<file path="src/logic/csbs_pkg.sv">
package csbs_pkg;

    // Register map (printed offsets, data-memory addresses)
    localparam logic [8:0] IND_WINDOW_ADDR  = 9'h180;
    localparam logic [8:0] STATUS_ADDR      = 9'h183;
    localparam logic [8:0] IND_POINTER_ADDR = 9'h184;
    // Low seven bits that name each register in every bank
    localparam logic [6:0] IND_WINDOW_OFS   = 7'h00;
    localparam logic [6:0] STATUS_OFS       = 7'h03;
    localparam logic [6:0] IND_POINTER_OFS  = 7'h04;

    // Status field positions
    localparam int BIT_IND_BANK   = 7;
    localparam int BIT_DIR_BANK_H = 6;
    localparam int BIT_DIR_BANK_L = 5;
    localparam int BIT_WDT_EXP_N  = 4;
    localparam int BIT_SLEEP_N    = 3;
    localparam int BIT_ZERO       = 2;
    localparam int BIT_NIBBLE     = 1;
    localparam int BIT_CARRY      = 0;

    // Power-on values
    localparam logic [2:0] BANK_RESET  = 3'h0;
    localparam logic       WDT_N_RESET = 1'b1;
    localparam logic       SLP_N_RESET = 1'b1;
    localparam logic [2:0] ARITH_RESET = 3'h0;
    localparam logic [7:0] PTR_RESET   = 8'h00;

    typedef enum logic [3:0] {
        CSBS_OP_NONE   = 4'b0000,
        CSBS_OP_ADD    = 4'b0001,
        CSBS_OP_SUB    = 4'b0010,
        CSBS_OP_AND    = 4'b0011,
        CSBS_OP_OR     = 4'b0100,
        CSBS_OP_XOR    = 4'b0101,
        CSBS_OP_RLF    = 4'b0110,
        CSBS_OP_RRF    = 4'b0111,
        CSBS_OP_CLR    = 4'b1000,
        CSBS_OP_MOVE   = 4'b1001,
        CSBS_OP_BSF    = 4'b1010,
        CSBS_OP_BCF    = 4'b1011,
        CSBS_OP_SWAP   = 4'b1100
    } csbs_op_type;

    typedef struct packed {
        logic        zero;
        logic        nibble;
        logic        carry;
    } csbs_flags_type;

    typedef struct packed {
        csbs_op_type op;
        logic [7:0]  opA;
        logic [7:0]  opB;
        logic        carryIn;
        logic [2:0]  bitSel;
    } csbs_alu_req_type;

endpackage : csbs_pkg

</file>
<file path="src/logic/csbs_alu_flags.sv">
`timescale 1ns/10ps
module csbs_alu_flags (
    input  csbs_pkg::csbs_alu_req_type req,
    output logic [7:0]                 result,
    output csbs_pkg::csbs_flags_type   flags,
    output logic                       zeroUpd,
    output logic                       arithUpd
);
    logic [4:0] lowSum;
    logic [8:0] fullSum;
    logic [7:0] addend;
    logic       isSub;

    always_comb begin
        isSub    = (req.op == csbs_pkg::CSBS_OP_SUB);
        // Subtract as A + ~B + 1, so carries read as inverted borrows
        addend   = isSub ? ~req.opB : req.opB; // RL11
        lowSum   = {1'b0, req.opA[3:0]} + {1'b0, addend[3:0]}
                   + {4'h0, isSub};
        fullSum  = {1'b0, req.opA} + {1'b0, addend} + {8'h00, isSub};
        result   = 8'h00;
        flags    = '0;
        zeroUpd  = 1'b0;
        arithUpd = 1'b0;
        case (req.op)
            csbs_pkg::CSBS_OP_ADD, csbs_pkg::CSBS_OP_SUB: begin
                result       = fullSum[7:0];
                flags.nibble = lowSum[4]; // RL9
                flags.carry  = fullSum[8]; // RL10
                zeroUpd      = 1'b1;
                arithUpd     = 1'b1;
            end
            csbs_pkg::CSBS_OP_AND: begin
                result  = req.opA & req.opB;
                zeroUpd = 1'b1;
            end
            csbs_pkg::CSBS_OP_OR: begin
                result  = req.opA | req.opB;
                zeroUpd = 1'b1;
            end
            csbs_pkg::CSBS_OP_XOR: begin
                result  = req.opA ^ req.opB;
                zeroUpd = 1'b1;
            end
            csbs_pkg::CSBS_OP_RLF: begin
                result      = {req.opA[6:0], req.carryIn};
                flags.carry = req.opA[7]; // RL12
            end
            csbs_pkg::CSBS_OP_RRF: begin
                result      = {req.carryIn, req.opA[7:1]};
                flags.carry = req.opA[0]; // RL12
            end
            csbs_pkg::CSBS_OP_CLR: begin
                result  = 8'h00;
                zeroUpd = 1'b1;
            end
            csbs_pkg::CSBS_OP_MOVE: result = req.opA;
            csbs_pkg::CSBS_OP_BSF:
                result = req.opA | (8'h01 << req.bitSel);
            csbs_pkg::CSBS_OP_BCF:
                result = req.opA & ~(8'h01 << req.bitSel);
            csbs_pkg::CSBS_OP_SWAP: result = {req.opA[3:0], req.opA[7:4]};
            default: result = 8'h00;
        endcase
        flags.zero = (result == 8'h00); // RL8
    end

endmodule : csbs_alu_flags

</file>
<file path="src/logic/csbs_status_bank.sv">
`timescale 1ns/10ps
// Contract
// RL1 - The indirect bank bit picks banks 2/3 when set, banks 0/1 when clear.
// RL2 - The direct bank field picks one of four 128-location banks.
// RL3 - An instruction that updates zero/nibble/carry overrides the write.
// RL4 - The watchdog-expired and sleep-entered flags ignore register writes.
// RL5 - Clearing the status register zeroes bank bits and sets zero only.
// RL6 - Watchdog-expired_n sets on power-up, clear or sleep; clears on timeout.
// RL7 - Sleep-entered_n sets on power-up or watchdog clear; clears on sleep.
// RL8 - Zero flag is set for a zero result and cleared otherwise.
// RL9 - Nibble flag is the carry out of result bit 3 on add and subtract.
// RL10 - Carry flag is the carry out of result bit 7 on add and subtract.
// RL11 - Subtraction adds the two's complement, so carries are inverted borrows.
// RL12 - Rotates load carry with the bit that is shifted out.
// RL13 - Software should alter status only with bit set/clear, swap or move.
// RL14 - Indirect address is the indirect bank bit above the pointer.
// RL15 - Direct address is the two bank bits above the 7-bit file address.
module csbs_status_bank (
    input  logic                       sys_clk,
    input  logic                       rst,
    input  logic                       instrValid,
    input  csbs_pkg::csbs_op_type      instrOp,
    input  logic [6:0]                 fileAddr,
    input  logic [7:0]                 workingReg,
    input  logic [7:0]                 literalVal,
    input  logic                       useLiteral,
    input  logic                       destFile,
    input  logic [2:0]                 bitSel,
    input  logic [7:0]                 memRdData,
    input  logic                       watchdogClearInstr,
    input  logic                       sleepInstr,
    input  logic                       watchdogTimeout,
    output logic [8:0]                 dataAddr,
    output logic [7:0]                 aluResult,
    output logic                       memWrEn,
    output logic [7:0]                 statusOut,
    output logic [7:0]                 indirectPointer
);
    logic [2:0]               bankBits_ff;
    logic                     wdtExpN_ff;
    logic                     sleepN_ff;
    csbs_pkg::csbs_flags_type arith_ff;
    logic [7:0]               pointer_ff;
    logic [7:0]               statusVal;
    logic                     isIndirect;
    logic                     hitStatus;
    logic                     hitPointer;
    logic [7:0]               fileData;
    csbs_pkg::csbs_alu_req_type aluReq;
    csbs_pkg::csbs_flags_type aluFlags;
    logic                     zeroUpd;
    logic                     arithUpd;
    logic                     wrFile;
    logic [8:0]               pointerAddr;
    logic                     isRotate;
    logic                     flagOp;
    logic                     flagWr;

    assign statusVal = {bankBits_ff, wdtExpN_ff, sleepN_ff,
                        arith_ff.zero, arith_ff.nibble, arith_ff.carry};
    assign statusOut = statusVal;
    assign indirectPointer = pointer_ff;

    // Indirect slot redirects through the pointer, banks paired by one bit
    assign isIndirect  = (fileAddr == csbs_pkg::IND_WINDOW_OFS);
    assign pointerAddr = {bankBits_ff[2], pointer_ff}; // RL1 RL14
    always_comb begin
        if (isIndirect) begin
            dataAddr = pointerAddr;
        end else begin
            dataAddr = {bankBits_ff[1:0], fileAddr}; // RL2 RL15
        end
    end

    // Core registers mirror into every bank at the same low offset
    assign hitStatus  = (dataAddr[6:0] == csbs_pkg::STATUS_OFS);
    assign hitPointer = (dataAddr[6:0] == csbs_pkg::IND_POINTER_OFS);
    always_comb begin
        if (hitStatus) begin
            fileData = statusVal;
        end else if (hitPointer) begin
            fileData = pointer_ff;
        end else begin
            fileData = memRdData;
        end
    end

    always_comb begin
        aluReq.op      = instrOp;
        aluReq.carryIn = arith_ff.carry;
        aluReq.bitSel  = bitSel;
        aluReq.opA     = useLiteral ? literalVal : fileData;
        aluReq.opB     = workingReg;
        if (instrOp == csbs_pkg::CSBS_OP_SUB) begin
            // Subtract forms operand minus working register
            aluReq.opA = useLiteral ? literalVal : fileData;
        end
        if (instrOp == csbs_pkg::CSBS_OP_MOVE) begin
            aluReq.opA = workingReg;
        end
    end

    csbs_alu_flags u_alu (
        .req      (aluReq),
        .result   (aluResult),
        .flags    (aluFlags),
        .zeroUpd  (zeroUpd),
        .arithUpd (arithUpd)
    );

    assign wrFile  = instrValid && destFile && !useLiteral;
    assign memWrEn = wrFile && !hitStatus && !hitPointer;

    // Any flag-changing op locks all three flags against the write
    assign isRotate = (instrOp == csbs_pkg::CSBS_OP_RLF) ||
                      (instrOp == csbs_pkg::CSBS_OP_RRF);
    assign flagOp   = zeroUpd || arithUpd || isRotate;
    assign flagWr   = wrFile && hitStatus && !flagOp; // RL3

    // Bank bits: plain writable through the status register
    always_ff @(posedge sys_clk or posedge rst) begin
        if (rst) begin
            bankBits_ff <= csbs_pkg::BANK_RESET;
        end else if (wrFile && hitStatus) begin
            bankBits_ff <= aluResult[7:5]; // RL5
        end
    end

    // Reset-cause flags move only on hardware events
    always_ff @(posedge sys_clk or posedge rst) begin
        if (rst) begin
            wdtExpN_ff <= csbs_pkg::WDT_N_RESET;
            sleepN_ff  <= csbs_pkg::SLP_N_RESET;
        end else begin // RL4
            // Time-out wins: it marks why the part woke or reset
            if (watchdogTimeout) begin
                wdtExpN_ff <= 1'b0; // RL6
            end else if (watchdogClearInstr || sleepInstr) begin
                wdtExpN_ff <= 1'b1; // RL6
            end
            if (sleepInstr) begin
                sleepN_ff <= 1'b0; // RL7
            end else if (watchdogClearInstr) begin
                sleepN_ff <= 1'b1; // RL7
            end
        end
    end

    // Flag results beat a register write to the same bits
    always_ff @(posedge sys_clk or posedge rst) begin
        if (rst) begin
            arith_ff <= csbs_pkg::ARITH_RESET;
        end else if (instrValid) begin
            if (zeroUpd) begin
                arith_ff.zero <= aluFlags.zero; // RL3 RL8
            end else if (flagWr) begin
                arith_ff.zero <= aluResult[csbs_pkg::BIT_ZERO];
            end
            if (arithUpd) begin
                arith_ff.nibble <= aluFlags.nibble; // RL3 RL9
            end else if (flagWr) begin
                arith_ff.nibble <= aluResult[csbs_pkg::BIT_NIBBLE];
            end
            if (arithUpd || isRotate) begin
                arith_ff.carry <= aluFlags.carry; // RL3 RL10 RL12
            end else if (flagWr) begin
                arith_ff.carry <= aluResult[csbs_pkg::BIT_CARRY];
            end
        end
    end

    always_ff @(posedge sys_clk or posedge rst) begin
        if (rst) begin
            pointer_ff <= csbs_pkg::PTR_RESET;
        end else if (wrFile && hitPointer) begin
            pointer_ff <= aluResult;
        end
    end

    AST_RESET_FLAGS_HW_ONLY: assert property (
        @(posedge sys_clk) disable iff (rst) // RL4
        (!watchdogTimeout && !watchdogClearInstr && !sleepInstr)
        |=> ($stable(wdtExpN_ff) && $stable(sleepN_ff)))
        else $error("reset-cause flag changed without an event");

    AST_TIMEOUT_CLEARS: assert property (
        @(posedge sys_clk) disable iff (rst) // RL6
        watchdogTimeout |=> !statusOut[csbs_pkg::BIT_WDT_EXP_N])
        else $error("watchdog flag not cleared by time-out");

    AST_SLEEP_SETS: assert property (
        @(posedge sys_clk) disable iff (rst) // RL7
        (sleepInstr && !watchdogTimeout) |=>
        (!statusOut[csbs_pkg::BIT_SLEEP_N] &&
         statusOut[csbs_pkg::BIT_WDT_EXP_N]))
        else $error("sleep did not update reset-cause flags");

    AST_CLEAR_STATUS: assert property (
        @(posedge sys_clk) disable iff (rst) // RL5
        (instrValid && instrOp == csbs_pkg::CSBS_OP_CLR && wrFile &&
         hitStatus) |=> (statusOut[7:5] == 3'h0 &&
         statusOut[csbs_pkg::BIT_ZERO] &&
         statusOut[1:0] == $past(statusOut[1:0])))
        else $error("clear of status gave wrong value");

    AST_DIRECT_ADDR: assert property (
        @(posedge sys_clk) disable iff (rst) // RL2
        !isIndirect |-> dataAddr == {statusOut[6:5], fileAddr})
        else $error("direct address bank mismatch");

    AST_INDIRECT_ADDR: assert property (
        @(posedge sys_clk) disable iff (rst) // RL1
        isIndirect |-> dataAddr == {statusOut[7], indirectPointer})
        else $error("indirect address bank mismatch");

    AST_ADD_CARRY: assert property (
        @(posedge sys_clk) disable iff (rst) // RL10
        (instrValid && instrOp == csbs_pkg::CSBS_OP_ADD) |=>
        statusOut[0] == ({1'b0, $past(aluReq.opA)} +
                         {1'b0, $past(aluReq.opB)} > 9'h0FF))
        else $error("add carry wrong");

    AST_SUB_BORROW: assert property (
        @(posedge sys_clk) disable iff (rst) // RL11
        (instrValid && instrOp == csbs_pkg::CSBS_OP_SUB) |=>
        statusOut[0] == ($past(aluReq.opA) >= $past(aluReq.opB)))
        else $error("subtract borrow polarity wrong");

    AST_ZERO_FLAG: assert property (
        @(posedge sys_clk) disable iff (rst) // RL8
        (instrValid && zeroUpd) |=>
        statusOut[2] == ($past(aluResult) == 8'h00))
        else $error("zero flag wrong");

    AST_ROTATE_CARRY: assert property (
        @(posedge sys_clk) disable iff (rst) // RL12
        (instrValid && instrOp == csbs_pkg::CSBS_OP_RLF) |=>
        statusOut[0] == $past(aluReq.opA[7]))
        else $error("rotate carry wrong");

    AST_FLAGS_LOCKED: assert property (
        @(posedge sys_clk) disable iff (rst) // RL3
        (instrValid && wrFile && hitStatus && flagOp && !arithUpd) |=>
        (statusOut[csbs_pkg::BIT_NIBBLE] ==
         $past(statusOut[csbs_pkg::BIT_NIBBLE])))
        else $error("status write reached a locked flag");

    AST_ROTATE_ZERO_KEPT: assert property (
        @(posedge sys_clk) disable iff (rst) // RL3
        (instrValid && isRotate) |=>
        (statusOut[csbs_pkg::BIT_ZERO] ==
         $past(statusOut[csbs_pkg::BIT_ZERO])))
        else $error("rotate changed the zero flag");

endmodule : csbs_status_bank
</file>
<file path="config.mk">
export PLATFORM = sky130hd
export DESIGN_NAME = csbs_status_bank
export DESIGN_NICKNAME = d
export VERILOG_FILES = /design/src/logic/csbs_pkg.sv /design/src/logic/csbs_alu_flags.sv /design/src/logic/csbs_status_bank.sv
export SDC_FILE = /design/constraint.sdc
export NUM_CORES = 1
export LEC_CHECK = 0
export ABC_AREA = 0
export BUFFER_PORTS_ARGS = -buffer_cell sky130_fd_sc_hd__buf_2
export CAP_MARGIN = 20
export CORE_UTILIZATION = 35
export CTS_CLUSTER_SIZE = 24
export DETAILED_ROUTE_END_ITERATION = 6
export PLACE_DENSITY = 0.66
export SKIP_CTS_REPAIR_TIMING = 1
export SLEW_MARGIN = 15
export SYNTH_ARGS = -nofsm -noshare
export SYNTH_HDL_FRONTEND = slang
export SYNTH_HIERARCHICAL = 1
export SYNTH_SLANG_ARGS = --single-unit
</file>
<file path="constraint.sdc">
create_clock -name sys_clk -period 4.9 [get_ports sys_clk]
set_clock_uncertainty 0.15 [all_clocks]
set_input_delay 0.245 -clock sys_clk [delete_from_list [all_inputs] [get_ports sys_clk]]
set_output_delay 0.245 -clock sys_clk [all_outputs]
set_load 0.02 [all_outputs]
</file>
==> results of run 1 <==
## layer usage
| metal | vias up | global-route usage | part of all wire |
|---|---|---|---|
| li1 | 1567 | - | - |
| met1 | 1582 | 0.337 | 0.44 |
| met2 | 173 | 0.366 | 0.46 |
| met3 | 21 | 0.0443 | 0.076 |
| met4 | 0 | 0.0513 | 0.024 |
| met5 | - | 0 | 0 |
## layout make-up
cell class,instances,area (µm²),area share
clock buffer,4,55.1,0.0157
tap,102,128,0.0363
multi-input combinational,310,2290,0.653
inverter,12,45.0,0.0128
timing repair buffer,104,591,0.168
sequential,16,403,0.115
## placed cells by master, fill, tap and decap left out, types with 4 or more instances in the layout
| master | count |
|---|---|
| buf_2 | 79 |
| nand2_1 | 26 |
| nor2_1 | 25 |
| buf_4 | 22 |
| o21ai_0 | 17 |
| a21oi_1 | 17 |
| dfrtp_1 | 14 |
| mux2_2 | 12 |
| nand2b_1 | 12 |
| mux2i_1 | 12 |
| inv_1 | 11 |
| nand3_1 | 11 |
| ha_1 | 11 |
| nor2b_1 | 10 |
| a22oi_1 | 10 |
| nor3_1 | 9 |
| nand3b_1 | 9 |
| a21o_1 | 9 |
| a221oi_1 | 9 |
| nand4_1 | 7 |
| xor2_1 | 7 |
| a31oi_1 | 5 |
| xnor2_1 | 5 |
| o311ai_1 | 4 |
| clkbuf_8 | 4 |
## worst max-delay path, stage by stage (launching register included)
cell and delay [ps]:
dfrtp_1 390, or3b_1 410, a211o_4 390, or2_4 270, o311ai_1 240, a22oi_1 130, buf_4 220, ha_1 330
a31o_2 220, a22o_1 250, nor2_2 190, a31oi_1 170, xor2_1 180, a221o_1 410, nor4_2 300, nand3_1 110
o21ai_0 120, a41oi_1 60, nand2_1 110
## cell usage after synthesis (4+ instances only)
master    count
a21o_1        9
a21oi_1      17
a221oi_1     10
a22oi_1      10
a31oi_1       6
buf_2        10
buf_4         6
buf_6         4
clkbuf_1      6
dfrtp_1      14
ha_1         11
inv_1        11
mux2_2       12
mux2i_1      12
nand2_1      26
nand2b_1     12
nand3_1      11
nand3b_1      9
nand4_1       7
nor2_1       25
nor2b_1      10
nor3_1        9
o21ai_0      17
o311ai_1      4
xnor2_1       5
xor2_1        7
## power by group
group	switching, mW	internal [mW]	total [mW]
logic	0.224	0.144	0.368
registers	0.0112	0.142	0.153
clock network	0.0442	0.0712	0.115
total	0.280	0.357	0.637
## flip-flops by register name (all words and copies together) (netlist names)
register / cells
bankBits_ff: 3
indirectPointer: 8
statusOut: 3
wdtExpN_ff: 1
sleepN_ff: 1
## path summary, 6_finish.rpt
| check | slack (ps) | to | depth (start not counted) | start |
|---|---|---|---|---|
| worst max-delay path | 180 | statusOut[2] | 18 | indirectPointer[2] |
| worst min-delay path | 80 | sleepN_ff | 3 | watchdogClearInstr |
| worst max register to register | 180 | statusOut[2] | 18 | indirectPointer[2] |
| worst min register to register | 370 | sleepN_ff | 2 | sleepN_ff |
| max in group asynchronous | 3740 | statusOut[0] | 3 | rst |
| min in group asynchronous | 460 | bankBits_ff[0] | 3 | rst |
## through the flow
stage / area (µm²) / TNS (ps) / util / hold WS, ps
CTS: 3470 / 0 / 0.442 / -79.2
detailed placement: 3410 / 0 / 0.435 / 191
finish: 3520 / 0 / 0.448 / 79.2
global placement: 3410 / 0 / 0.435 / 189
global route: 3520 / -25.4 / 0.448 / 84.9
floorplan: 2900 / 0 / - / 7.31
## cells by family after synthesis
group                      share of synthesized area
and+or+nand+nor                                0.309
AOI/OAI and AO/OA                              0.278
buffers and inverters                         0.0769
muxes                                         0.0998
DFF                                            0.139
xor gates and xnor gates                      0.0419
adders and majority gates                     0.0545
==> results.yml, run 1 <==
layout:
  fillers: 837
  nets: 505
  stdcell_count: 548
  num_antenna_cells: 0
  drive_gt1_frac: 0.330
  syn_to_final_growth_pct: 21.4
route:
  totalWireLength_um: 10300
  drc: 0
  wl_per_cell_um: 18.8
  vias: 3343
  drt_iter0_markers: 311
  vias_per_cell: 6.10
  drtAntennaViolNets: 0
  first_pass_iters: 5
synth:
  synth_area_leaders: "dfrtp_1 (12%), ha_1 (4.8%), mux2_2 (4.7%)"
  yosysWarnings: 6
  synth_cell_types: 81
  synth.avg_cell_area_um2: 7.93
  syn-instance-count: 365
  ys.flop_type: "dfrtp_1"
  netlist_area_um2: 2900
  yosysTopAreaCell: "dfrtp_1"
  syn_nets: 423
  ys_seq_elements: 16
  synth-edff-count: 0
  synth_top_area_share: 0.121
  ys_async_sr_fraction: 1.00
  synth.yosys.seq_area_share: 0.139
global_route:
  grt_pass1_wl_um: 16200
  grt_util_all_layers: 0.236
  grt_max_degree: 40
  first_global_vias: 3020
  antenna_found_initial: 0
  overflow: 0
place:
  portBuffers: 79
  dp_slack_ps: 46.8
  gp_congestion: 0.969
  dpl.cell_count: 541
  hpwl_um: 8150
timing:
  worstMarginPinSlew_ps: 1070
  drv_slew: 0
  finalCritPeriodShare: 0.964
  setup_viol: 0
  hold_viol_final: 0
  period_needed_ps: 4720
  setup_ws_ps: 178
  slew_headroom: 0.276
  max_freq_mhz: 212
clocking:
  clkTransAtPathRegs_ps: 60
  clock_sinks: 16
  cts_root_buffer: "clkbuf_8"
  cts_tree: "yes"
  clk_latency_ps: 250
  htree_levels: 1
  numCtsBuffers: 3
  clockBufferDepth: 2
floorplan:
  die_x_um: 93.0
  rows: 32
  core_area_um2: 7850
  start_util: 0.369
  ios: 80
  die_height_um: 93.0
  die-area_um2: 8640
setup_path:
  crit_arrival_ps: 4750
  path_max_fanout: 9
  required_ps: 4930
  worstSetupPathType: "flop to flop"
  crit_path_start_kind: "flop"
  endpoint_kind: "flop"
min_path:
  hp-class: "primary input to flop"
pwr:
  p_per_area_nw_per_um2: 181
  peakVddDrop_uv: 72.5
  leakagePower_nw: 1.62
  p_total_mw: 0.637
run:
  max-cap-violations: 0
outcome:
  outcome: "complete, no violations"
No activity file was read; power rests on OpenSTA's default activity.
==> run 2: changes to the inputs <==
Settings changed: PLACE_DENSITY 0.66 to 0.68.
Clock period 4.9 ns to 4.05 ns, I/O delays scaled along.
==> run 2 against run 1 <==
  * Sequential cell count is the same
  * Total power increased by 42%
  * Routed wire length increased by 13%
  * Sequential power is 23% higher
  * Non-clock buffer count rose by 60
  * Highest routed layer unchanged
  * Die area did not move
  * Final area up 17%
  * The flow now finishes with violations (negative setup slack)
  * Utilization is 7.7 points higher
==> results.yml, run 2 (synthesis gave the netlist of run 1 again) <==
layout:
  drive_gt1_frac: 0.441
  fin_util: 0.525
  nets: 565
  stdcell_count: 608
  num_antenna_cells: 0
  syn_to_final_growth_pct: 42.2
  mostFrequentLayoutCell: "buf_4"
  final_cell_mix: "buf_4 (81), buf_2 (77), nand2_1 (26)"
  largest_reg_flops: 8
floorplan:
  die_height_um: 93.0
  ios: 80
  rows: 32
  die-area_um2: 8640
  die_x_um: 93.0
  start_util: 0.369
  core_area_um2: 7850
global_route:
  antenna_found_initial: 0
  grt_util_all_layers: 0.260
  overflow: 0
  first_global_vias: 3284
  grt_pass1_wl_um: 17500
  grt_max_degree: 39
run:
  max-cap-violations: 0
timing:
  hold_viol_final: 0
  setup_ws_ps: -374
  setup_viol: 9
  rsz0062_at_grt: "true"
  max_freq_mhz: 226
  finalCritPeriodShare: 1.09
  drv_slew: 0
  slew_headroom: 0.525
  tns_ps: -1560
  period_needed_ps: 4420
  worstMarginPinSlew_ps: 703
min_path:
  hp-class: "primary input to flop"
clocking:
  cts_tree: "yes"
  cts_root_buffer: "clkbuf_8"
  clockBufferDepth: 2
  numCtsBuffers: 3
  clock_sinks: 16
  clkTransAtPathRegs_ps: 60
  clk_latency_ps: 250
  htree_levels: 1
setup_path:
  path_max_fanout: 4
  crit_slowest_cell: "dfrtp_2"
  required_ps: 3700
  path_delay_family: "compound AO/OA/AOI/OAI gates"
  path_cells: "or3b_4, a211o_4, or2_4, o311ai_2, a22oi_2, buf_4, ha_1, a31o_2, a22o_1, nor2_2, a31oi_1, xor2_1, a221o_1, buf_4, buf_2"
  max_stage_delay_ps: 410
  worstSetupPathType: "flop to primary output"
  crit_path_frequent_cell: "buf_4"
  endpoint_kind: "primary output"
  crit_arrival_ps: 4070
  crit_path_start_kind: "flop"
  crit_buf_inv: 3
route:
  first_pass_iters: 5
  totalWireLength_um: 11700
  wl_per_cell_um: 19.2
  drtAntennaViolNets: 0
  vias: 3539
  vias_per_cell: 5.82
  drt_iter0_markers: 390
  drc: 0
place:
  portBuffers: 79
  hpwl_um: 8970
  dp_slack_ps: -379
  dpl.cell_count: 589
  gp_congestion: 0.976
outcome:
  violations: "negative setup slack"
  outcome: "finished, violations left"
pwr:
  peakVddDrop_uv: 88.6
  p_per_area_nw_per_um2: 220
  leakagePower_nw: 1.95
## run 2: cell count changes in the layout (fill, tap and decap cells not counted), sizes merged
cell / previous run / this run
buf: 101 / 161
## run 2: cell type report
class                      instances  area (µm²)
inverter                          12        45.0
clock buffer                       4        55.1
multi-input combinational        310        2420
sequential                        16         405
tap                              102         128
fill                             751        3730
timing repair buffer             164        1070
## run 2: stage by stage
step	cell area, µm²	power, mW	hold slack, ps
after floorplan	2910	0.477	-35.3
after global placement	3790	0.689	131
after detailed placement	3790	0.691	143
after CTS	3840	0.837	-135
after global routing	4120	0.954	28.4
final	4120	0.904	25.0
## run 2: worst reg2reg max path: cells and delay by family, from the launching register on
kind	cells	cell delay, ps
AOI/OAI and AO/OA	6	1160
DFF	1	410
adders and majority gates	1	250
muxes	2	440
and+or+nand+nor	9	1910
## run 2: metal layers
metal	GRT usage	vias up	wire, µm
met5	0	-	0
met4	0.0436	0	79
met3	0.0263	12	739
met2	0.424	141	5710
met1	0.374	1698	5140
li1	-	1688	-
## run 2: worst paths after layout
| check | start | to | slack, ps | cells after the start |
|---|---|---|---|---|
| worst max-delay path | indirectPointer[2] | aluResult[7] | -370 | 15 |
| worst min-delay path | watchdogClearInstr | sleepN_ff | 30 | 3 |
| worst max register to register | indirectPointer[2] | statusOut[2] | -330 | 18 |
| worst min register to register | sleepN_ff | sleepN_ff | 380 | 2 |
| max in group asynchronous | rst | indirectPointer[2] | 2930 | 3 |
| min in group asynchronous | rst | indirectPointer[7] | 400 | 3 |
## run 2: power by group
part	switching (mW)	internal [mW]
Clock	0.0553	0.0864
Combinational	0.311	0.263
Sequential	0.0166	0.171
==> run 3: changes to the inputs <==
Settings changed: CORE_UTILIZATION 35 to 49, MAX_ROUTING_LAYER set to met4, PLACE_DENSITY 0.68 to 0.79.
==> run 3 against run 2 <==
  * The flow still finishes with violations (negative setup slack)
  * First-iteration DRC count up 37%
  * Sequential power is essentially flat
  * Clock-buffer cell count unchanged
  * Worst hold slack better by 23 ps
  * Sequential share of layout area grew 0.50 points
  * Total power decreased by 5.1%
  * Global-route usage up 12 points
  * Via count is 6.4% higher
==> results.yml, run 3 (synthesis gave the netlist of run 1 again) <==
floorplan:
  die-area_um2: 6220
  start_util: 0.516
  die_height_um: 78.9
  rows: 27
  core_area_um2: 5610
  die_x_um: 78.9
  ios: 80
setup_path:
  worstSetupPathType: "flop to flop"
  max_stage_delay_ps: 410
  crit_slowest_cell: "dfrtp_2"
  crit_arrival_ps: 4500
  required_ps: 4090
  crit_path_frequent_cell: "or3_1"
  path_cells: "or3b_4, a211o_4, or2_4, o311ai_4, a22oi_2, mux2i_2, fa_2, nor2b_2, a221oi_2, buf_4, mux2i_1, nand4_1, or3_1, or3_1, nor4_2, nand3_1, o21ai_1, a41oi_1, nand2_1"
  crit_buf_inv: 1
  path_max_fanout: 4
  path_delay_family: "simple AND/OR/NAND/NOR gates"
  endpoint_kind: "flop"
  crit_path_start_kind: "flop"
route:
  vias: 3765
  wl_per_cell_um: 20.9
  vias_per_cell: 6.65
  totalWireLength_um: 11800
  first_pass_iters: 5
  drtAntennaViolNets: 0
  drc: 0
  drt_iter0_markers: 534
layout:
  syn_to_final_growth_pct: 35.4
  nets: 553
  finalInstanceArea_um2: 3920
  drive_gt1_frac: 0.423
  final_cell_mix: "buf_2 (77), buf_4 (70), nand2_1 (26)"
  mostFrequentLayoutCell: "buf_2"
  largest_reg_flops: 8
  num_antenna_cells: 0
  stdcell_count: 566
outcome:
  outcome: "finished, violations left"
  violations: "negative setup slack"
place:
  placed_cell_area_um2: 3710
  gp_congestion: 0.992
  dp_slack_ps: -483
  portBuffers: 79
  hpwl_um: 9010
  dpl.cell_count: 554
clocking:
  htree_levels: 1
  clock_sinks: 16
  clockBufferDepth: 2
  cts_tree: "yes"
  numCtsBuffers: 3
  clk_latency_ps: 250
  clkTransAtPathRegs_ps: 60
  cts_root_buffer: "clkbuf_8"
pwr:
  power.internal_mw: 0.484
  power_switching_mw: 0.373
  peakVddDrop_uv: 274
  power_frac_seq: 0.219
  switching_share: 0.435
  leakagePower_nw: 1.87
  p_per_area_nw_per_um2: 219
  clkPwrFrac: 0.140
  comb_power_share: 0.641
timing:
  slew_headroom: 0.423
  hold_viol_final: 0
  holdWs_ps: 48.4
  worstMarginPinSlew_ps: 854
  finalCritPeriodShare: 1.10
  setup_viol: 9
  setup_ws_ps: -414
  drv_slew: 0
  rsz0062_at_grt: "true"
  max_freq_mhz: 224
  period_needed_ps: 4460
global_route:
  grt_max_degree: 40
  grt_util_all_layers: 0.376
  first_global_vias: 3381
  overflow: 0
  grt_pass1_wl_um: 17400
  antenna_found_initial: 0
run:
  max-cap-violations: 0
min_path:
  hp-class: "primary input to flop"
## run 3: path summary, 6_finish.rpt
path                                 endpoint  slack (ps)          startpoint  cells past startpoint
hold / removal                      sleepN_ff          50  watchdogClearInstr                      3
min in group asynchronous      bankBits_ff[0]         470                 rst                      3
setup / recovery                 statusOut[2]        -410  indirectPointer[2]                     19
max in group asynchronous  indirectPointer[0]        2860                 rst                      3
setup reg to reg                 statusOut[2]        -410  indirectPointer[2]                     19
hold reg to reg                     sleepN_ff         400           sleepN_ff                      2
## run 3: area by class of cell
| cell class | count | area (µm²) |
|---|---|---|
| repair buffers | 152 | 963 |
| well taps | 72 | 90.1 |
| multi-input cells | 310 | 2370 |
| flip-flops and latches | 16 | 405 |
| clock buffers | 4 | 45.0 |
| inverters | 12 | 45.0 |
| fillers | 452 | 1690 |
## run 3: tightest hold or removal path, cell delays in order
cell and delay [ps]:
buf_2 110, nor2_1 80, nor2_1 50
## run 3: power by group through the flow
stage,registers (mW),logic [mW],clock network (mW)
after floorplan,0.191,0.286,0
after global placement,0.188,0.489,0
after detailed placement,0.187,0.495,0
after CTS,0.185,0.498,0.122
after global routing,0.188,0.585,0.126
final,0.188,0.550,0.120
## run 3: metal layers
metal / part of all wire / up-vias / wire (µm) / global-route usage
li1: - / 1661 / - / -
met1: 0.39 / 1747 / 4640 / 0.514
met2: 0.45 / 305 / 5310 / 0.563
met3: 0.12 / 52 / 1410 / 0.0805
met4: 0.039 / 0 / 459 / 0.0982
met5: 0 / - / 0 / -
## run 3: metrics by stage
stage	total power, mW	utilization	setup TNS, ps
final	0.858	0.699	-1790
after global placement	0.677	0.662	-819
after CTS	0.805	0.670	-2190
after detailed placement	0.682	0.662	-2330
after floorplan	0.477	-	-1130
after global routing	0.898	0.699	-3340
